<file path="src/common/pic_pkg.sv">
// package of constants, types and state layout for the interval counter
package pic_pkg;

   // ****************************************
   // widths and register offsets
   // ****************************************
   localparam int ADDR_W = 4;                  // register address width
   localparam int DATA_W = 8;                  // register data width
   localparam int CNT_W = 16;                  // counting element width
   localparam logic [3:0] OFF_CTRL = 4'h0;     // control word, write only
   localparam logic [3:0] OFF_COUNT = 4'h1;    // initial count bytes, write
   localparam logic [3:0] OFF_STATUS = 4'h2;   // status, read only
   localparam logic [3:0] OFF_CE_LO = 4'h3;    // counting element low byte
   localparam logic [3:0] OFF_CE_HI = 4'h4;    // counting element high byte

   // ****************************************
   // field positions and reset values
   // ****************************************
   localparam int CW_MODE_LSB = 1;             // control word mode field
   localparam int CW_RW_LSB = 4;               // control word byte format
   localparam logic [15:0] CE_RST = 16'h0000;  // counting element reset
   localparam logic [7:0] BYTE_RST = 8'h00;    // latch and read data reset
   localparam logic [15:0] CE_ONE = 16'h0001;  // terminal compare value

   // ****************************************
   // enumerations
   // ****************************************
   typedef enum logic [2:0] {
      MODE_TERM = 3'b000,                      // interrupt on terminal count
      MODE_ONESHOT = 3'b001,                   // retriggerable one-shot
      MODE_RATE = 3'b010,                      // rate generator
      MODE_SQUARE = 3'b011,                    // square wave generator
      MODE_SWSTB = 3'b100,                     // software strobe
      MODE_HWSTB = 3'b101                      // hardware strobe
   } mode_t;

   typedef enum logic [1:0] {
      RW_LATCH = 2'b00,                        // latch command, ignored here
      RW_LOW = 2'b01,                          // low byte only
      RW_HIGH = 2'b10,                         // high byte only
      RW_BOTH = 2'b11                          // low then high byte
   } rw_t;

   // ****************************************
   // whole state of the counter channel
   // ****************************************
   typedef struct packed {
      mode_t mode;                             // operating mode
      rw_t rw;                                 // count byte format
      logic [7:0] count_low_latch;             // initial count low byte
      logic [7:0] count_high_latch;            // initial count high byte
      logic [15:0] ce;                         // counting element
      logic [15:0] period;                     // count last loaded in modes 2 and 3
      logic byte_hi;                           // next byte is high byte
      logic count_ready;                       // initial count present
      logic load_pending;                      // written count awaits load
      logic running;                           // counting element active
      logic null_count;                        // latch not yet loaded
      logic trig_flag;                         // gate rising edge seen
      logic clk_prev;                          // count clock last sample
      logic gate_prev;                         // gate last sample
      logic out;                               // counter output
      logic [7:0] rdata;                       // read data register
   } state_t;

   localparam state_t STATE_RST = '{
      mode: MODE_TERM, rw: RW_LOW, count_low_latch: BYTE_RST,
      count_high_latch: BYTE_RST, ce: CE_RST, period: CE_RST,
      byte_hi: 1'b0, count_ready: 1'b0, load_pending: 1'b0,
      running: 1'b0, null_count: 1'b0, trig_flag: 1'b0,
      clk_prev: 1'b0, gate_prev: 1'b0, out: 1'b0, rdata: BYTE_RST};

endpackage

</file>
<file path="src/rtl/programmable_interval_counter.sv">
// one 16-bit down-counting interval timer channel with six modes
`timescale 1ns/1ps
//
// Function
// gate rising edge triggers; load copies 16-bit latch
// all six modes supported on this channel
// mode 0 output low until zero reached
// mode 0 counts only while gate high
// mode 0 load pulse does not decrement
// mode 0 new count reloads next pulse
// mode 0 gate-low count still loads
// mode 1 trigger drives output low N pulses
// mode 1 retrigger reloads; new count waits
// mode 2 output low one pulse per N
// host never writes count one in mode 2
// mode 2 gate low forces high; trigger reloads
// mode 2 new count loads at cycle end
// mode 3 like mode 2, half-high output
// mode 3 odd count high one longer
// mode 4 strobe on expiry; gate pauses only
// mode 4 strobe N+1 pulses after write
// mode 4 rewrite reloads on next pulse
// mode 5 trigger loads; strobe after N+1
// mode 5 only trigger reloads from latches
// host writes control word first, then bytes
// gate level sampled at count clock edge
// gate edge flag sampled then cleared
// decrement by one when enabled, not loading
module programmable_interval_counter
   import pic_pkg::*;
(
   input wire logic clk,                     // system clock, 100 MHz
   input wire logic rstn,                    // async reset, active low
   input wire logic [ADDR_W-1:0] addr,       // register address
   input wire logic [DATA_W-1:0] wdata,      // register write data
   input wire logic wr_stb,                  // write strobe
   input wire logic rd_stb,                  // read strobe
   output logic [DATA_W-1:0] rdata,          // read data, next cycle
   input wire logic count_clock_in,          // count clock, sampled
   input wire logic gate_input,              // gate, sampled
   output logic counter_output               // counter output
);

   // ****************************************
   // decoding helpers
   // ****************************************

   // undefined upper mode codes fold onto rate and square wave
   function automatic mode_t decode_mode(input logic [2:0] code);
      mode_t m;
      case (code)
         3'b110: m = MODE_RATE;
         3'b111: m = MODE_SQUARE;
         default: m = mode_t'(code);
      endcase
      return m;
   endfunction

   // modes whose gate edge is remembered in the trigger flag
   function automatic logic edge_mode(input mode_t m);
      return (m == MODE_ONESHOT) || (m == MODE_RATE) ||
         (m == MODE_SQUARE) || (m == MODE_HWSTB);
   endfunction

   // ****************************************
   // state and next state
   // ****************************************
   state_t s;          // registered state
   state_t next_s;     // next state
   logic cnt_pulse;    // count clock rising edge seen this cycle
   logic gate_rise;    // gate rising edge seen this cycle
   logic trig;         // trigger taken at this count pulse
   logic [15:0] latch; // full initial count
   logic [15:0] dec;   // counting element minus one
   logic periodic;     // rate or square wave mode
   logic [7:0] cw_mode_bits; // shifted control word view

   assign cnt_pulse = count_clock_in & ~s.clk_prev;
   assign gate_rise = gate_input & ~s.gate_prev;
   assign trig = cnt_pulse & s.trig_flag;
   assign latch = {s.count_high_latch, s.count_low_latch};
   assign dec = s.ce - CE_ONE;
   assign periodic = (s.mode == MODE_RATE) || (s.mode == MODE_SQUARE);
   assign cw_mode_bits = wdata >> CW_MODE_LSB;

   // ****************************************
   // next state: counting, then bus access
   // ****************************************
   always_comb begin
      next_s = s;
      next_s.clk_prev = count_clock_in;
      next_s.gate_prev = gate_input;
      // new edge wins over the clear made by sampling
      next_s.trig_flag = (s.trig_flag & ~cnt_pulse) |
         (gate_rise & edge_mode(s.mode));

      // counting element, one step per count pulse
      if (cnt_pulse) begin
         case (s.mode)
            MODE_TERM: begin
               if (s.load_pending) begin
                  next_s.ce = latch;
                  next_s.load_pending = 1'b0;
                  next_s.null_count = 1'b0;
                  next_s.running = 1'b1;
               end else if (s.running && gate_input) begin
                  next_s.ce = dec;
                  if (s.ce == CE_ONE) begin
                     next_s.out = 1'b1;
                  end
               end
            end
            MODE_ONESHOT: begin
               if (trig && s.count_ready) begin
                  // retrigger also picks up a newer count
                  next_s.ce = latch;
                  next_s.load_pending = 1'b0;
                  next_s.null_count = 1'b0;
                  next_s.running = 1'b1;
                  next_s.out = 1'b0;
               end else if (s.running) begin
                  next_s.ce = dec;
                  if (s.ce == CE_ONE) begin
                     next_s.out = 1'b1;
                     next_s.running = 1'b0;
                  end
               end
            end
            MODE_RATE, MODE_SQUARE: begin
               if (s.count_ready &&
                  (trig || (s.load_pending && !s.running))) begin
                  next_s.ce = latch;
                  next_s.period = latch;
                  next_s.load_pending = 1'b0;
                  next_s.null_count = 1'b0;
                  next_s.running = 1'b1;
               end else if (s.running && gate_input) begin
                  if (s.ce == CE_ONE) begin
                     // cycle end takes any newer count
                     next_s.ce = latch;
                     next_s.period = latch;
                     next_s.load_pending = 1'b0;
                     next_s.null_count = 1'b0;
                  end else begin
                     next_s.ce = dec;
                  end
               end
               if (s.mode == MODE_RATE) begin
                  next_s.out = !(next_s.running &&
                     next_s.ce == CE_ONE);
               end else begin
                  // values N..1: high while above half, odd N high longer
                  next_s.out = !next_s.running ||
                     (next_s.ce > (next_s.period >> 1));
               end
            end
            MODE_SWSTB: begin
               if (s.load_pending) begin
                  next_s.ce = latch;
                  next_s.load_pending = 1'b0;
                  next_s.null_count = 1'b0;
                  next_s.running = 1'b1;
                  next_s.out = 1'b1;
               end else if (!s.out) begin
                  next_s.out = 1'b1;
                  next_s.running = 1'b0;
               end else if (s.running && gate_input) begin
                  next_s.ce = dec;
                  if (s.ce == CE_ONE) begin
                     next_s.out = 1'b0;
                  end
               end
            end
            MODE_HWSTB: begin
               if (trig && s.count_ready) begin
                  next_s.ce = latch;
                  next_s.load_pending = 1'b0;
                  next_s.null_count = 1'b0;
                  next_s.running = 1'b1;
                  next_s.out = 1'b1;
               end else if (!s.out) begin
                  next_s.out = 1'b1;
                  next_s.running = 1'b0;
               end else if (s.running && gate_input) begin
                  next_s.ce = dec;
                  if (s.ce == CE_ONE) begin
                     next_s.out = 1'b0;
                  end
               end
            end
            default: begin
               next_s.out = 1'b1;
            end
         endcase
      end

      // low gate forces the output high at once, between pulses too
      if (periodic && !gate_input) begin
         next_s.out = 1'b1;
      end

      // control word write: byte format zero is a latch command, ignored
      if (wr_stb && addr == OFF_CTRL &&
         rw_t'(wdata[CW_RW_LSB+1:CW_RW_LSB]) != RW_LATCH) begin
         next_s.mode = decode_mode(cw_mode_bits[2:0]);
         next_s.rw = rw_t'(wdata[CW_RW_LSB+1:CW_RW_LSB]);
         next_s.byte_hi = 1'b0;
         next_s.count_ready = 1'b0;
         next_s.load_pending = 1'b0;
         next_s.running = 1'b0;
         next_s.null_count = 1'b1;
         next_s.trig_flag = 1'b0;
         // only mode 0 starts low
         next_s.out = (decode_mode(cw_mode_bits[2:0]) != MODE_TERM);
      end

      // count write: complete once the format's last byte is in
      if (wr_stb && addr == OFF_COUNT) begin
         case (s.rw)
            RW_LOW: begin
               next_s.count_low_latch = wdata;
               next_s.count_high_latch = BYTE_RST;
            end
            RW_HIGH: begin
               next_s.count_high_latch = wdata;
               next_s.count_low_latch = BYTE_RST;
            end
            RW_BOTH: begin
               if (!s.byte_hi) begin
                  next_s.count_low_latch = wdata;
               end else begin
                  next_s.count_high_latch = wdata;
               end
               next_s.byte_hi = !s.byte_hi;
            end
            default: begin
               next_s.byte_hi = 1'b0;
            end
         endcase
         if (s.rw != RW_BOTH || s.byte_hi) begin
            next_s.count_ready = 1'b1;
            next_s.load_pending = 1'b1;
            next_s.null_count = 1'b1;
            if (s.mode == MODE_TERM) begin
               next_s.out = 1'b0;
            end
         end
      end

      // read data appears the cycle after the strobe; unmapped reads zero
      next_s.rdata = BYTE_RST;
      if (rd_stb) begin
         case (addr)
            OFF_STATUS: next_s.rdata =
               {s.out, s.null_count, s.rw, s.mode, 1'b0};
            OFF_CE_LO: next_s.rdata = s.ce[7:0];
            OFF_CE_HI: next_s.rdata = s.ce[15:8];
            default: next_s.rdata = BYTE_RST;
         endcase
      end
   end

   // ****************************************
   // state register
   // ****************************************
   always_ff @(posedge clk or negedge rstn) begin
      if (!rstn) begin
         s <= STATE_RST;
      end else begin
         s <= next_s;
      end
   end

   assign rdata = s.rdata;
   assign counter_output = s.out;

   logic ctrl_wr; // valid control word write
   assign ctrl_wr = wr_stb && addr == OFF_CTRL &&
      wdata[CW_RW_LSB+1:CW_RW_LSB] != 2'b00;
endmodule

</file>
<file path="config.mk">
export PLATFORM = sky130hd
export DESIGN_NAME = programmable_interval_counter
export DESIGN_NICKNAME = d
export VERILOG_FILES = /design/src/common/pic_pkg.sv /design/src/rtl/programmable_interval_counter.sv
export SDC_FILE = /design/constraint.sdc
export NUM_CORES = 1
export LEC_CHECK = 0
export ABC_CLOCK_PERIOD_IN_PS = 3700
export BUFFER_PORTS_ARGS = -buffer_cell sky130_fd_sc_hd__buf_2
export CORE_MARGIN = 5
export CORE_UTILIZATION = 45
export DETAILED_ROUTE_END_ITERATION = 6
export HOLD_SLACK_MARGIN = 0.02
export PLACE_DENSITY = 0.62
export SLEW_MARGIN = 20
export SYNTH_ARGS = -nofsm -noshare
export SYNTH_HDL_FRONTEND = slang
export SYNTH_SLANG_ARGS = --single-unit
</file>
<file path="constraint.sdc">
create_clock -name clk -period 3.7 [get_ports clk]
set_input_delay 0.555 -clock clk [delete_from_list [all_inputs] [get_ports clk]]
set_output_delay 0.555 -clock clk [all_outputs]
set_load 0.02 [all_outputs]
</file>
==> metrics.csv, run 1 <==
metric,value,unit
outcome,finished clean,
switchingPower,0.002609,W
synth_nets,785,
whs,0.3816,ns
crit_type,register to register,
ios,27,
syn_area,0.005988,mm^2
fin_skew,0.008305,ns
finalCritPeriodShare,0.9230,
numCtsBuffers,9,
p_per_area,802.4,mW/mm^2
netlist_instances,747,
critPathRequiredTime,3.91,ns
clk_latency,0.35,ns
reg2reg_from,s[13]$_DFFE_PN0P_,
drive_gt1_frac,0.1507,
synth_edf_count,0,
first_pass_iters,5,
finalHoldViolations,0,
intPower,0.002644,W
finalWirelength,22.19,mm
vias,6171,
fp.dieW,125.4,um
netSwitchingFraction,0.4967,
num_antenna_cells,0,
gp_congestion,1.040,
cp_common_cell,nand2_1,
ant_nets,0,
clockPowerShare,0.160,
final_nets,796,
fin_util,0.4983,
cp_top_family,compound AO/OA/AOI/OAI gates,
ys.flop_type,dfrtp_1,
max_slew_margin,0.3203,
numPortBuffers,26,
die_area,0.01571,mm^2
grt-ovfl-total,0,
ys_async_sr_fraction,1.000,
synth.avg_cell_area,8.016,um^2
holdBufCountCts,0,
synth_cell_types,88,
htree_levels,3,
seq_area_frac_synth,0.2885,
max_clock_freq,292.8,MHz
end_kind,register,
placed_cell_area,0.006256,mm^2
drcViolationCount,0,
cts_resized,0,
r2r-end,counter_output$_DFF_PN0_,
finalMaxSlewViolations,0,
min_from,count_clock_in,
wire_per_inst,23.63,um
final_cell_area,0.006546,mm^2
clkSlewWorstSetupHoldPaths,0.06,ns
grt_pass1_vias,5922,
cts.sinks,69,
grt_max_degree,70,
path_cells,inv_1 > a31oi_4 > o21ai_1 > buf_4 > nand2_1 > nand2_1 > ha_1 > a2111oi_0 > nand3_1 > o21ai_0 > a31oi_1,
crit_slowest_cell,dfrtp_1,
p_comb_frac,0.585,
power,0.005253,W
cp.buffers_inverters,2,
whs_path_depth,1,
setup_viol,0,
cp_slowest_stage_delay,0.74,ns
cts_tree,yes,
hp-class,input pin to register,
track_usage,0.2829,
path_max_fanout,11,
layout-area-overhead-vs-synth,9.319,%
grt_pass1_wl,34.57,mm
worst_ep_arrival_time,3.63,ns
antenna_found_initial,0,
design.core.area,0.01314,mm^2
worst_pin_slew,1.017,ns
cts_buffer_depth,2,
cts-root-buf,clkbuf_16,
ys_warn_count,0,
ys_ff_latch,69,
num_rows,42,
peakVddDrop,0.0003817,V
cts_setup_buffers,0,
fin_crit,3.415,ns
die_y,125.4,um
hpwl,16.57,mm
leakage,2.852,nW
reg2reg_slack,0.28,ns
viasPerCell,6.572,
dr.first_iter.drc_count,887,
setup_tns,0,ns
seqPwrFrac,0.255,
rsz0062_at_grt,no,
min_to,s[10]$_DFF_PN0_,
critPathLaunchType,register,
drv_cap,0,
worstRegToRegCells,11,
start_util,0.4558,
## cell type report
class	count	area, um^2
fillers	1309	6591
multi-input cells	591	3804
flip-flops and latches	69	1728
repair buffers	67	437.9
clock buffers	13	260.3
well taps	176	220.2
inverters	20	75.07
clock inverters	3	21.27
## layout by cell type, fill, tap and decap left out, types with 19 or more instances in the layout
master / synthesis / routed
a21oi_1: 49 / 49
buf_2: 8 / 26
buf_4: 9 / 41
dfrtp_1: 68 / 68
ha_1: 20 / 20
inv_1: 19 / 19
mux2i_1: 20 / 20
nand2_1: 113 / 113
nand3_1: 35 / 35
nor2_1: 59 / 59
o21ai_0: 31 / 31
## metrics by stage
stage | setup WS, ns | cells
floorplan | 0.4681 | 747
global placement | 0.3926 | 923
finish | 0.2847 | 939
CTS | 0.2694 | 939
detailed placement | 0.2704 | 923
global route | 0.05826 | 939
## logic make-up (layout without fill, tap and decap cells)
kind of cell | Yosys count | count (layout) | synth area share
AOI/OAI and AO/OA | 203 | 203 | 0.2319
xor gates and xnor gates | 29 | 29 | 0.04241
adders and majority gates | 20 | 20 | 0.04179
buffers and inverters | 87 | 103 | 0.08044
DFF | 69 | 69 | 0.2886
muxes | 28 | 28 | 0.05036
and+or+nand+nor | 311 | 311 | 0.2645
## worst max-delay path by stage
stage                       from                       end  slack (ns)  cells after the start
2_1_floorplan  s[34]$_DFFE_PN0P_  counter_output$_DFF_PN0_        0.47                     16
3_3_place_gp      count_clock_in  counter_output$_DFF_PN0_        0.39                     12
3_5_place_dp   s[33]$_DFFE_PN0P_  counter_output$_DFF_PN0_        0.27                     13
4_1_cts        s[33]$_DFFE_PN0P_  counter_output$_DFF_PN0_        0.27                     13
5_1_grt        s[33]$_DFFE_PN0P_  counter_output$_DFF_PN0_        0.06                     13
6_report       s[13]$_DFFE_PN0P_  counter_output$_DFF_PN0_        0.28                     11
## power groups by stage
stage               clock (W)  combinational [W]  sequential [W]
floorplan                   0            0.00222         0.00116
global placement            0            0.00294         0.00133
detailed placement          0            0.00296         0.00134
CTS                  0.000848            0.00298         0.00132
global route         0.000881            0.00332         0.00136
finish               0.000839            0.00307         0.00134
## state kept, by name, summed over array words and instances, names as in the netlist
name	count
latch	16
rdata	8
s	44
counter_output	1
## routing by layer
layer	GRT usage	wire (um)
met3	0.05160	2289
met4	0.1397	1139
met1	0.3907	9078
met5	0	0
met2	0.4268	9681
## worst reg2reg max path, delay by kind of cell, from the launching register on
| kind | cells | cell delay, ns |
|---|---|---|
| flip-flops | 1 | 0.74 |
| adder cells (fa/ha/maj) | 1 | 0.33 |
| AND/OR/NAND/NOR | 3 | 0.36 |
| AO/OA/AOI/OAI | 5 | 1.38 |
| buffers and inverters | 2 | 0.48 |
## synth_stat cells (all sizes together), types with 5 or more instances
cell type,instances,share of area
a21o,5,0.0063
a31oi,9,0.012
mux2,7,0.013
buf,23,0.029
mux2i,21,0.037
xor2,12,0.018
nand4,10,0.011
nor3,19,0.018
o22ai,13,0.014
nand2,113,0.071
and2,6,0.0065
a2111oi,7,0.010
or3,9,0.0096
a211oi,9,0.011
o21a,6,0.0075
xnor2,17,0.025
o21ai,42,0.037
clkbuf,44,0.039
nand2b,11,0.011
o211ai,8,0.010
dfrtp,68,0.28
nor4,10,0.020
a21oi,50,0.044
nor2,59,0.037
a22oi,10,0.013
ha,20,0.042
a221oi,6,0.0088
nor2b,15,0.016
inv,20,0.013
nand3,35,0.029
No activity file was read; power rests on OpenSTA's default activity.
==> run 2: changes to the inputs <==
ABC_AREA = 1   (was default)
==> run 2 against run 1 <==
Effect of this change: the flow now finishes with violations (design-rule violations); count of clock-buffer cells in the layout fell by 3; worst setup slack worse by 0.11 ns; power is 4.8% higher; sequential power barely moved; register-to-register slack lost 0.11 ns; highest routed layer unchanged; largest cell class unchanged; final cell count increased by 14%; largest power group unchanged; die area fell by 3.8%; fmax down 3.0%; combinational power rose by 4%.
==> metrics.csv, run 2 <==
metric,value,unit
yosys-top-cells-area,"dfrtp_1 (30%), nand2_1 (16%), o21ai_0 (11%), inv_1 (6.3%), nand3_1 (5.8%)",
multi_input_area,0.003402,mm^2
cts_buffer_depth,2,
ys_ff_latch,69,
worst_pin_slew,1.054,ns
cts.sinks,69,
num_antenna_cells,0,
max_clock_freq,284.0,MHz
layout-area-overhead-vs-synth,10.86,%
violations,design-rule violations,
synth_top_area_frac,0.2966,
synth_top_family_by_area,simple AND/OR/NAND/NOR gates,
setup_tns,0,ns
ios,27,
critPathRequiredTime,3.98,ns
track_usage,0.2794,
grt_pass1_wl,31.92,mm
ys_warn_count,0,
leakage,3.126,nW
hp-class,input pin to async pin,
cts_setup_buffers,0,
synth.avg_cell_area,6.580,um^2
numCtsBuffers,9,
end_kind,register,
reg2reg_slack,0.18,ns
drcViolationCount,6,
outcome,finished with violations,
synth_simple_gate_area_frac,0.3081,
yosys-top-cells-count,"nand2_1 (239), o21ai_0 (123), inv_1 (96)",
rsz0062_at_grt,no,
clkSlewWorstSetupHoldPaths,0.06,ns
cts-root-buf,clkbuf_16,
cp_common_cell,nand2_1,
met1Wirelength,9.125,mm
finalMaxSlewViolations,0,
seq_area_frac_synth,0.3011,
reg2reg_from,s[33]$_DFFE_PN0P_,
worstRegToRegCells,26,
vias,6166,
finalWirelength,20.53,mm
crit_type,register to register,
grt_pass1_vias,5682,
whs,0.1601,ns
synthMuxAreaShare,0,
place_ws,-0.001988,ns
ys.flop_type,dfrtp_1,
crit_slowest_cell,dfrtp_1,
yosys.area.top_type,dfrtp_1,
final-seq-area,0.001728,mm^2
ys_async_sr_fraction,1.000,
critPathLaunchType,register,
numPortBuffers,26,
synthAdderAreaFrac,0.04361,
largest_reg_flops,44,
synth_nets,910,
worst_ep_arrival_time,3.80,ns
num_rows,41,
start_util,0.4565,
power,0.005507,W
synth_edf_count,0,
final_common_cell,nand2_1,
fp.dieW,122.9,um
viasPerCell,5.784,
clk_latency,0.35,ns
ant_nets,0,
synth-compound-area-share,0.2329,
grt-ovfl-total,0,
gp_congestion,0.9621,
wire_per_inst,19.25,um
fin_ws,0.1788,ns
die_y,122.9,um
fin_crit,3.521,ns
netlist_instances,872,
peakVddDrop,0.0003592,V
crit_start,s[33]$_DFFE_PN0P_,
setup_viol,0,
final_cell_area,0.006361,mm^2
drive_gt1_frac,0.1174,
htree_levels,3,
yosysMostFrequentCell,nand2_1,
antenna_found_initial,0,
endpoint,counter_output$_DFF_PN0_,
dr.max_layer_used,met4,
wl_met2,8.638,mm
die_area,0.01511,mm^2
layout_common_cells,"nand2_1 (239), o21ai_0 (121), inv_1 (96)",
fillCellCount,1291,
syn_area,0.005738,mm^2
synth_cell_types,54,
cts_tree,yes,
fin_skew,0.008379,ns
first_pass_iters,7,
cp_slowest_stage_delay,0.45,ns
grt_max_degree,51,
design.core.area,0.01257,mm^2
finalCritPeriodShare,0.9517,
hpwl,15.83,mm
finalHoldViolations,0,
top_register,s,
dr.first_iter.drc_count,711,
r2r-end,counter_output$_DFF_PN0_,
placed_cell_area,0.006030,mm^2
route.met3.wl,2.070,mm
holdBufCountCts,0,
p_per_area,865.8,mW/mm^2
final_nets,927,
path_max_fanout,8,
max_slew_margin,0.2908,
drv_cap,0,
synth_xor_area_frac,0.007632,
==> run 2: cell count changes after synthesis, sizes merged, moves of 14 or more <==
cell,delta
nand2,+136
inv,+85
mux2i,-21
clkbuf,-20
nand3,+34
o21ai,+84
nor3,-14
nor2b,-15
xnor2,-16
==> run 2: critical path: cells and delay by family, from the launching register on <==
kind,cells,cell delay (ns)
and+or+nand+nor,19,1.58
adders and majority gates,2,0.59
DFF,1,0.45
AOI/OAI and AO/OA,2,0.37
buffers and inverters,2,0.29
xor gates and xnor gates,1,0.19
==> run 2: routing by layer <==
metal	vias to the layer above	track usage
li1	2937	-
met1	2840	0.3990
met2	338	0.4052
met3	51	0.07548
met4	0	0.09937
met5	-	0
==> run 2: worst min-delay path by stage <==
stage | from | end | slack (ns) | cells after the start
floorplan | rstn | counter_output$_DFF_PN0_ | 0.26 | 0
global placement | s[21]$_DFFE_PN0P_ | s[21]$_DFFE_PN0P_ | 0.47 | 2
detailed placement | s[31]$_DFFE_PN0P_ | s[31]$_DFFE_PN0P_ | 0.47 | 2
CTS | rstn | counter_output$_DFF_PN0_ | 0.16 | 1
global route | rstn | counter_output$_DFF_PN0_ | 0.17 | 1
finish | rstn | counter_output$_DFF_PN0_ | 0.16 | 1
==> run 2: per-stage QoR <==
stage            util  std cells
2_1_floorplan       -        872
3_3_place_gp   0.4797       1050
3_5_place_dp   0.4797       1050
4_1_cts        0.5055       1066
5_1_grt        0.5061       1066
6_report       0.5061       1066
==> run 2: logic make-up (layout without fill, tap and decap cells) <==
family,count (synthesis),after routing
flip-flops,69,69
AND/OR/NAND/NOR,403,403
AO/OA/AOI/OAI,227,227
buffers and inverters,148,170
adder cells (fa/ha/maj),20,20
XOR/XNOR,5,5
==> run 2: final cells by class <==
cell class / count / area share
clock buffers: 10 / 0.03600
clock inverters: 6 / 0.01495
inverters: 108 / 0.06471
multi-input cells: 655 / 0.5348
flip-flops and latches: 69 / 0.2716
well taps: 172 / 0.03383
repair buffers: 46 / 0.04406
==> run 2: what timing repair did <==
action,CTS,global route
resized for setup,1,3
pin swaps,0,0
endpoints found under the setup margin,1,1
==> run 2: report_power, final <==
part,switching [W],internal (W)
registers,0.000317,0.00102
logic,0.00218,0.00102
clock network,0.000364,0.000598
==> run 3: changes to the inputs <==
==> constraint.sdc (replaced) <==
create_clock -name clk -period 3.7 [get_ports clk]
set_input_delay 0.37 -clock clk [delete_from_list [all_inputs] [get_ports clk]]
set_output_delay 0.37 -clock clk [all_outputs]
set_load 0.02 [all_outputs]
==> run 3 against run 2 <==
Effect of this change: the run now ends clean; via count shrank 0.62%; first-iteration DRC count grew 10%; worst setup slack gained 0.14 ns; global-route usage grew 0.13 points; final cell count shrank 0.28%; hold slack lost 0.093 ns; sequential power is essentially flat; combinational power is essentially flat; largest cell class unchanged.
==> metrics.csv, run 3 (same netlist as run 2, synthesis figures left out) <==
metric,value,unit
first_pass_iters,6,
fin_ws,0.3169,ns
end_kind,register,
grtUsageMet3,0.04209,
holdBufCountCts,0,
fin_util,0.5078,
num_antenna_cells,0,
setup_tns,0,ns
drv_cap,0,
clk_latency,0.35,ns
numCtsBuffers,9,
grt_util_met2,0.4120,
fp.dieW,122.9,um
largest_reg_flops,44,
peakVddDrop,0.0005141,V
grt_pass1_wl,32.06,mm
finalWirelength,20.43,mm
gp_congestion,0.9902,
cts-root-buf,clkbuf_16,
dr.first_iter.drc_count,785,
worst_ep_arrival_time,3.66,ns
grtUsageMet1,0.4155,
cts_tree,yes,
cp_common_cell,nand2_1,
cp_slowest_stage_delay,0.44,ns
grt_max_degree,51,
start_util,0.4565,
drcViolationCount,0,
final_cells,1063,
finalHoldViolations,0,
grt_pass1_vias,5663,
layout_common_cells,"nand2_1 (238), o21ai_0 (122), inv_1 (96)",
max_slew_margin,0.4108,
hp-class,input pin to async pin,
fin_crit,3.383,ns
finalMaxSlewViolations,0,
hpwl,15.53,mm
ios,27,
layout-area-overhead-vs-synth,11.23,%
critPathRequiredTime,3.98,ns
design.core.area,0.01257,mm^2
num_rows,41,
clkSlewWorstSetupHoldPaths,0.06,ns
die_y,122.9,um
critPathLaunchType,register,
fin_skew,0.009558,ns
setup_viol,0,
whs,0.06748,ns
p_per_area,873.2,mW/mm^2
path_max_fanout,8,
numPortBuffers,26,
rsz0062_at_grt,no,
antenna_found_initial,0,
htree_levels,3,
outcome,finished clean,
final_nets,924,
cts_buffer_depth,2,
drive_gt1_frac,0.1167,
leakage,3.130,nW
ant_nets,0,
top_register,s,
worst_pin_slew,0.8806,ns
cts.sinks,69,
max_clock_freq,295.6,MHz
grt-ovfl-total,0,
viasPerCell,5.765,
dp_cells,1047,
final_common_cell,nand2_1,
busiest_layer,met1,
wire_per_inst,19.22,um
crit_slowest_cell,dfrtp_1,
track_usage,0.2807,
crit_type,register to register,
finalCritPeriodShare,0.9144,
place_ws,0.2782,ns
die_area,0.01511,mm^2
vias,6128,
## run 3: power breakdown
part / switching [W] / leakage (nW) / internal [W]
sequential: 0.000325 / 0.859 / 0.00102
combinational: 0.00217 / 2.10 / 0.00101
clock: 0.000362 / 0.174 / 0.000683
## run 3: worst max-delay path: cells and delay by family (launching register included)
kind            cells  cell delay (ns)
simple gates       19             1.62
fa+ha+maj           2             0.52
flops               1             0.44
compound gates      2             0.42
buf+inv             3             0.30
## run 3: layout make-up
type                       count  area [um^2]
fill                        1272         6186
multi-input combinational    655         3415
sequential                    69         1728
inverter                     108        411.6
timing repair buffer          43        257.7
clock buffer                  10        239.0
tap                          172        215.2
clock inverter                 6        116.4
## run 3: worst paths after layout
check / endpoint / slack, ns / depth (start not counted) / from
max: counter_output$_DFF_PN0_ / 0.32 / 26 / s[33]$_DFFE_PN0P_
min: rdata[6]$_DFF_PN0_ / 0.07 / 1 / rstn
max reg2reg: counter_output$_DFF_PN0_ / 0.32 / 26 / s[33]$_DFFE_PN0P_
min reg2reg: s[22]$_DFFE_PN0P_ / 0.49 / 2 / s[22]$_DFFE_PN0P_
max in group asynchronous: latch[10]$_DFFE_PN0P_ / 2.61 / 2 / rstn
min in group clk: s[10]$_DFF_PN0_ / 0.14 / 1 / count_clock_in
## run 3: through the flow
stage	total power, W	cell area (um^2)
after floorplan	0.003480	5738
after global placement	0.004405	6007
after detailed placement	0.004403	6007
after CTS	0.005476	6362
after global routing	0.006028	6382
final	0.005573	6382
## run 3: repair_timing
action | 4_1_cts | 5_1_grt
resized for setup | 0 | 6
buffers inserted | 0 | 0
setup endpoints to repair | 0 | 1
endpoints found under the hold margin | 0 | 0
## run 3: layer usage
metal | vias to the layer above | part of all wire
met5 | - | 0
met4 | 0 | 0.031
met3 | 37 | 0.091
met2 | 338 | 0.43
met1 | 2816 | 0.45
li1 | 2937 | -
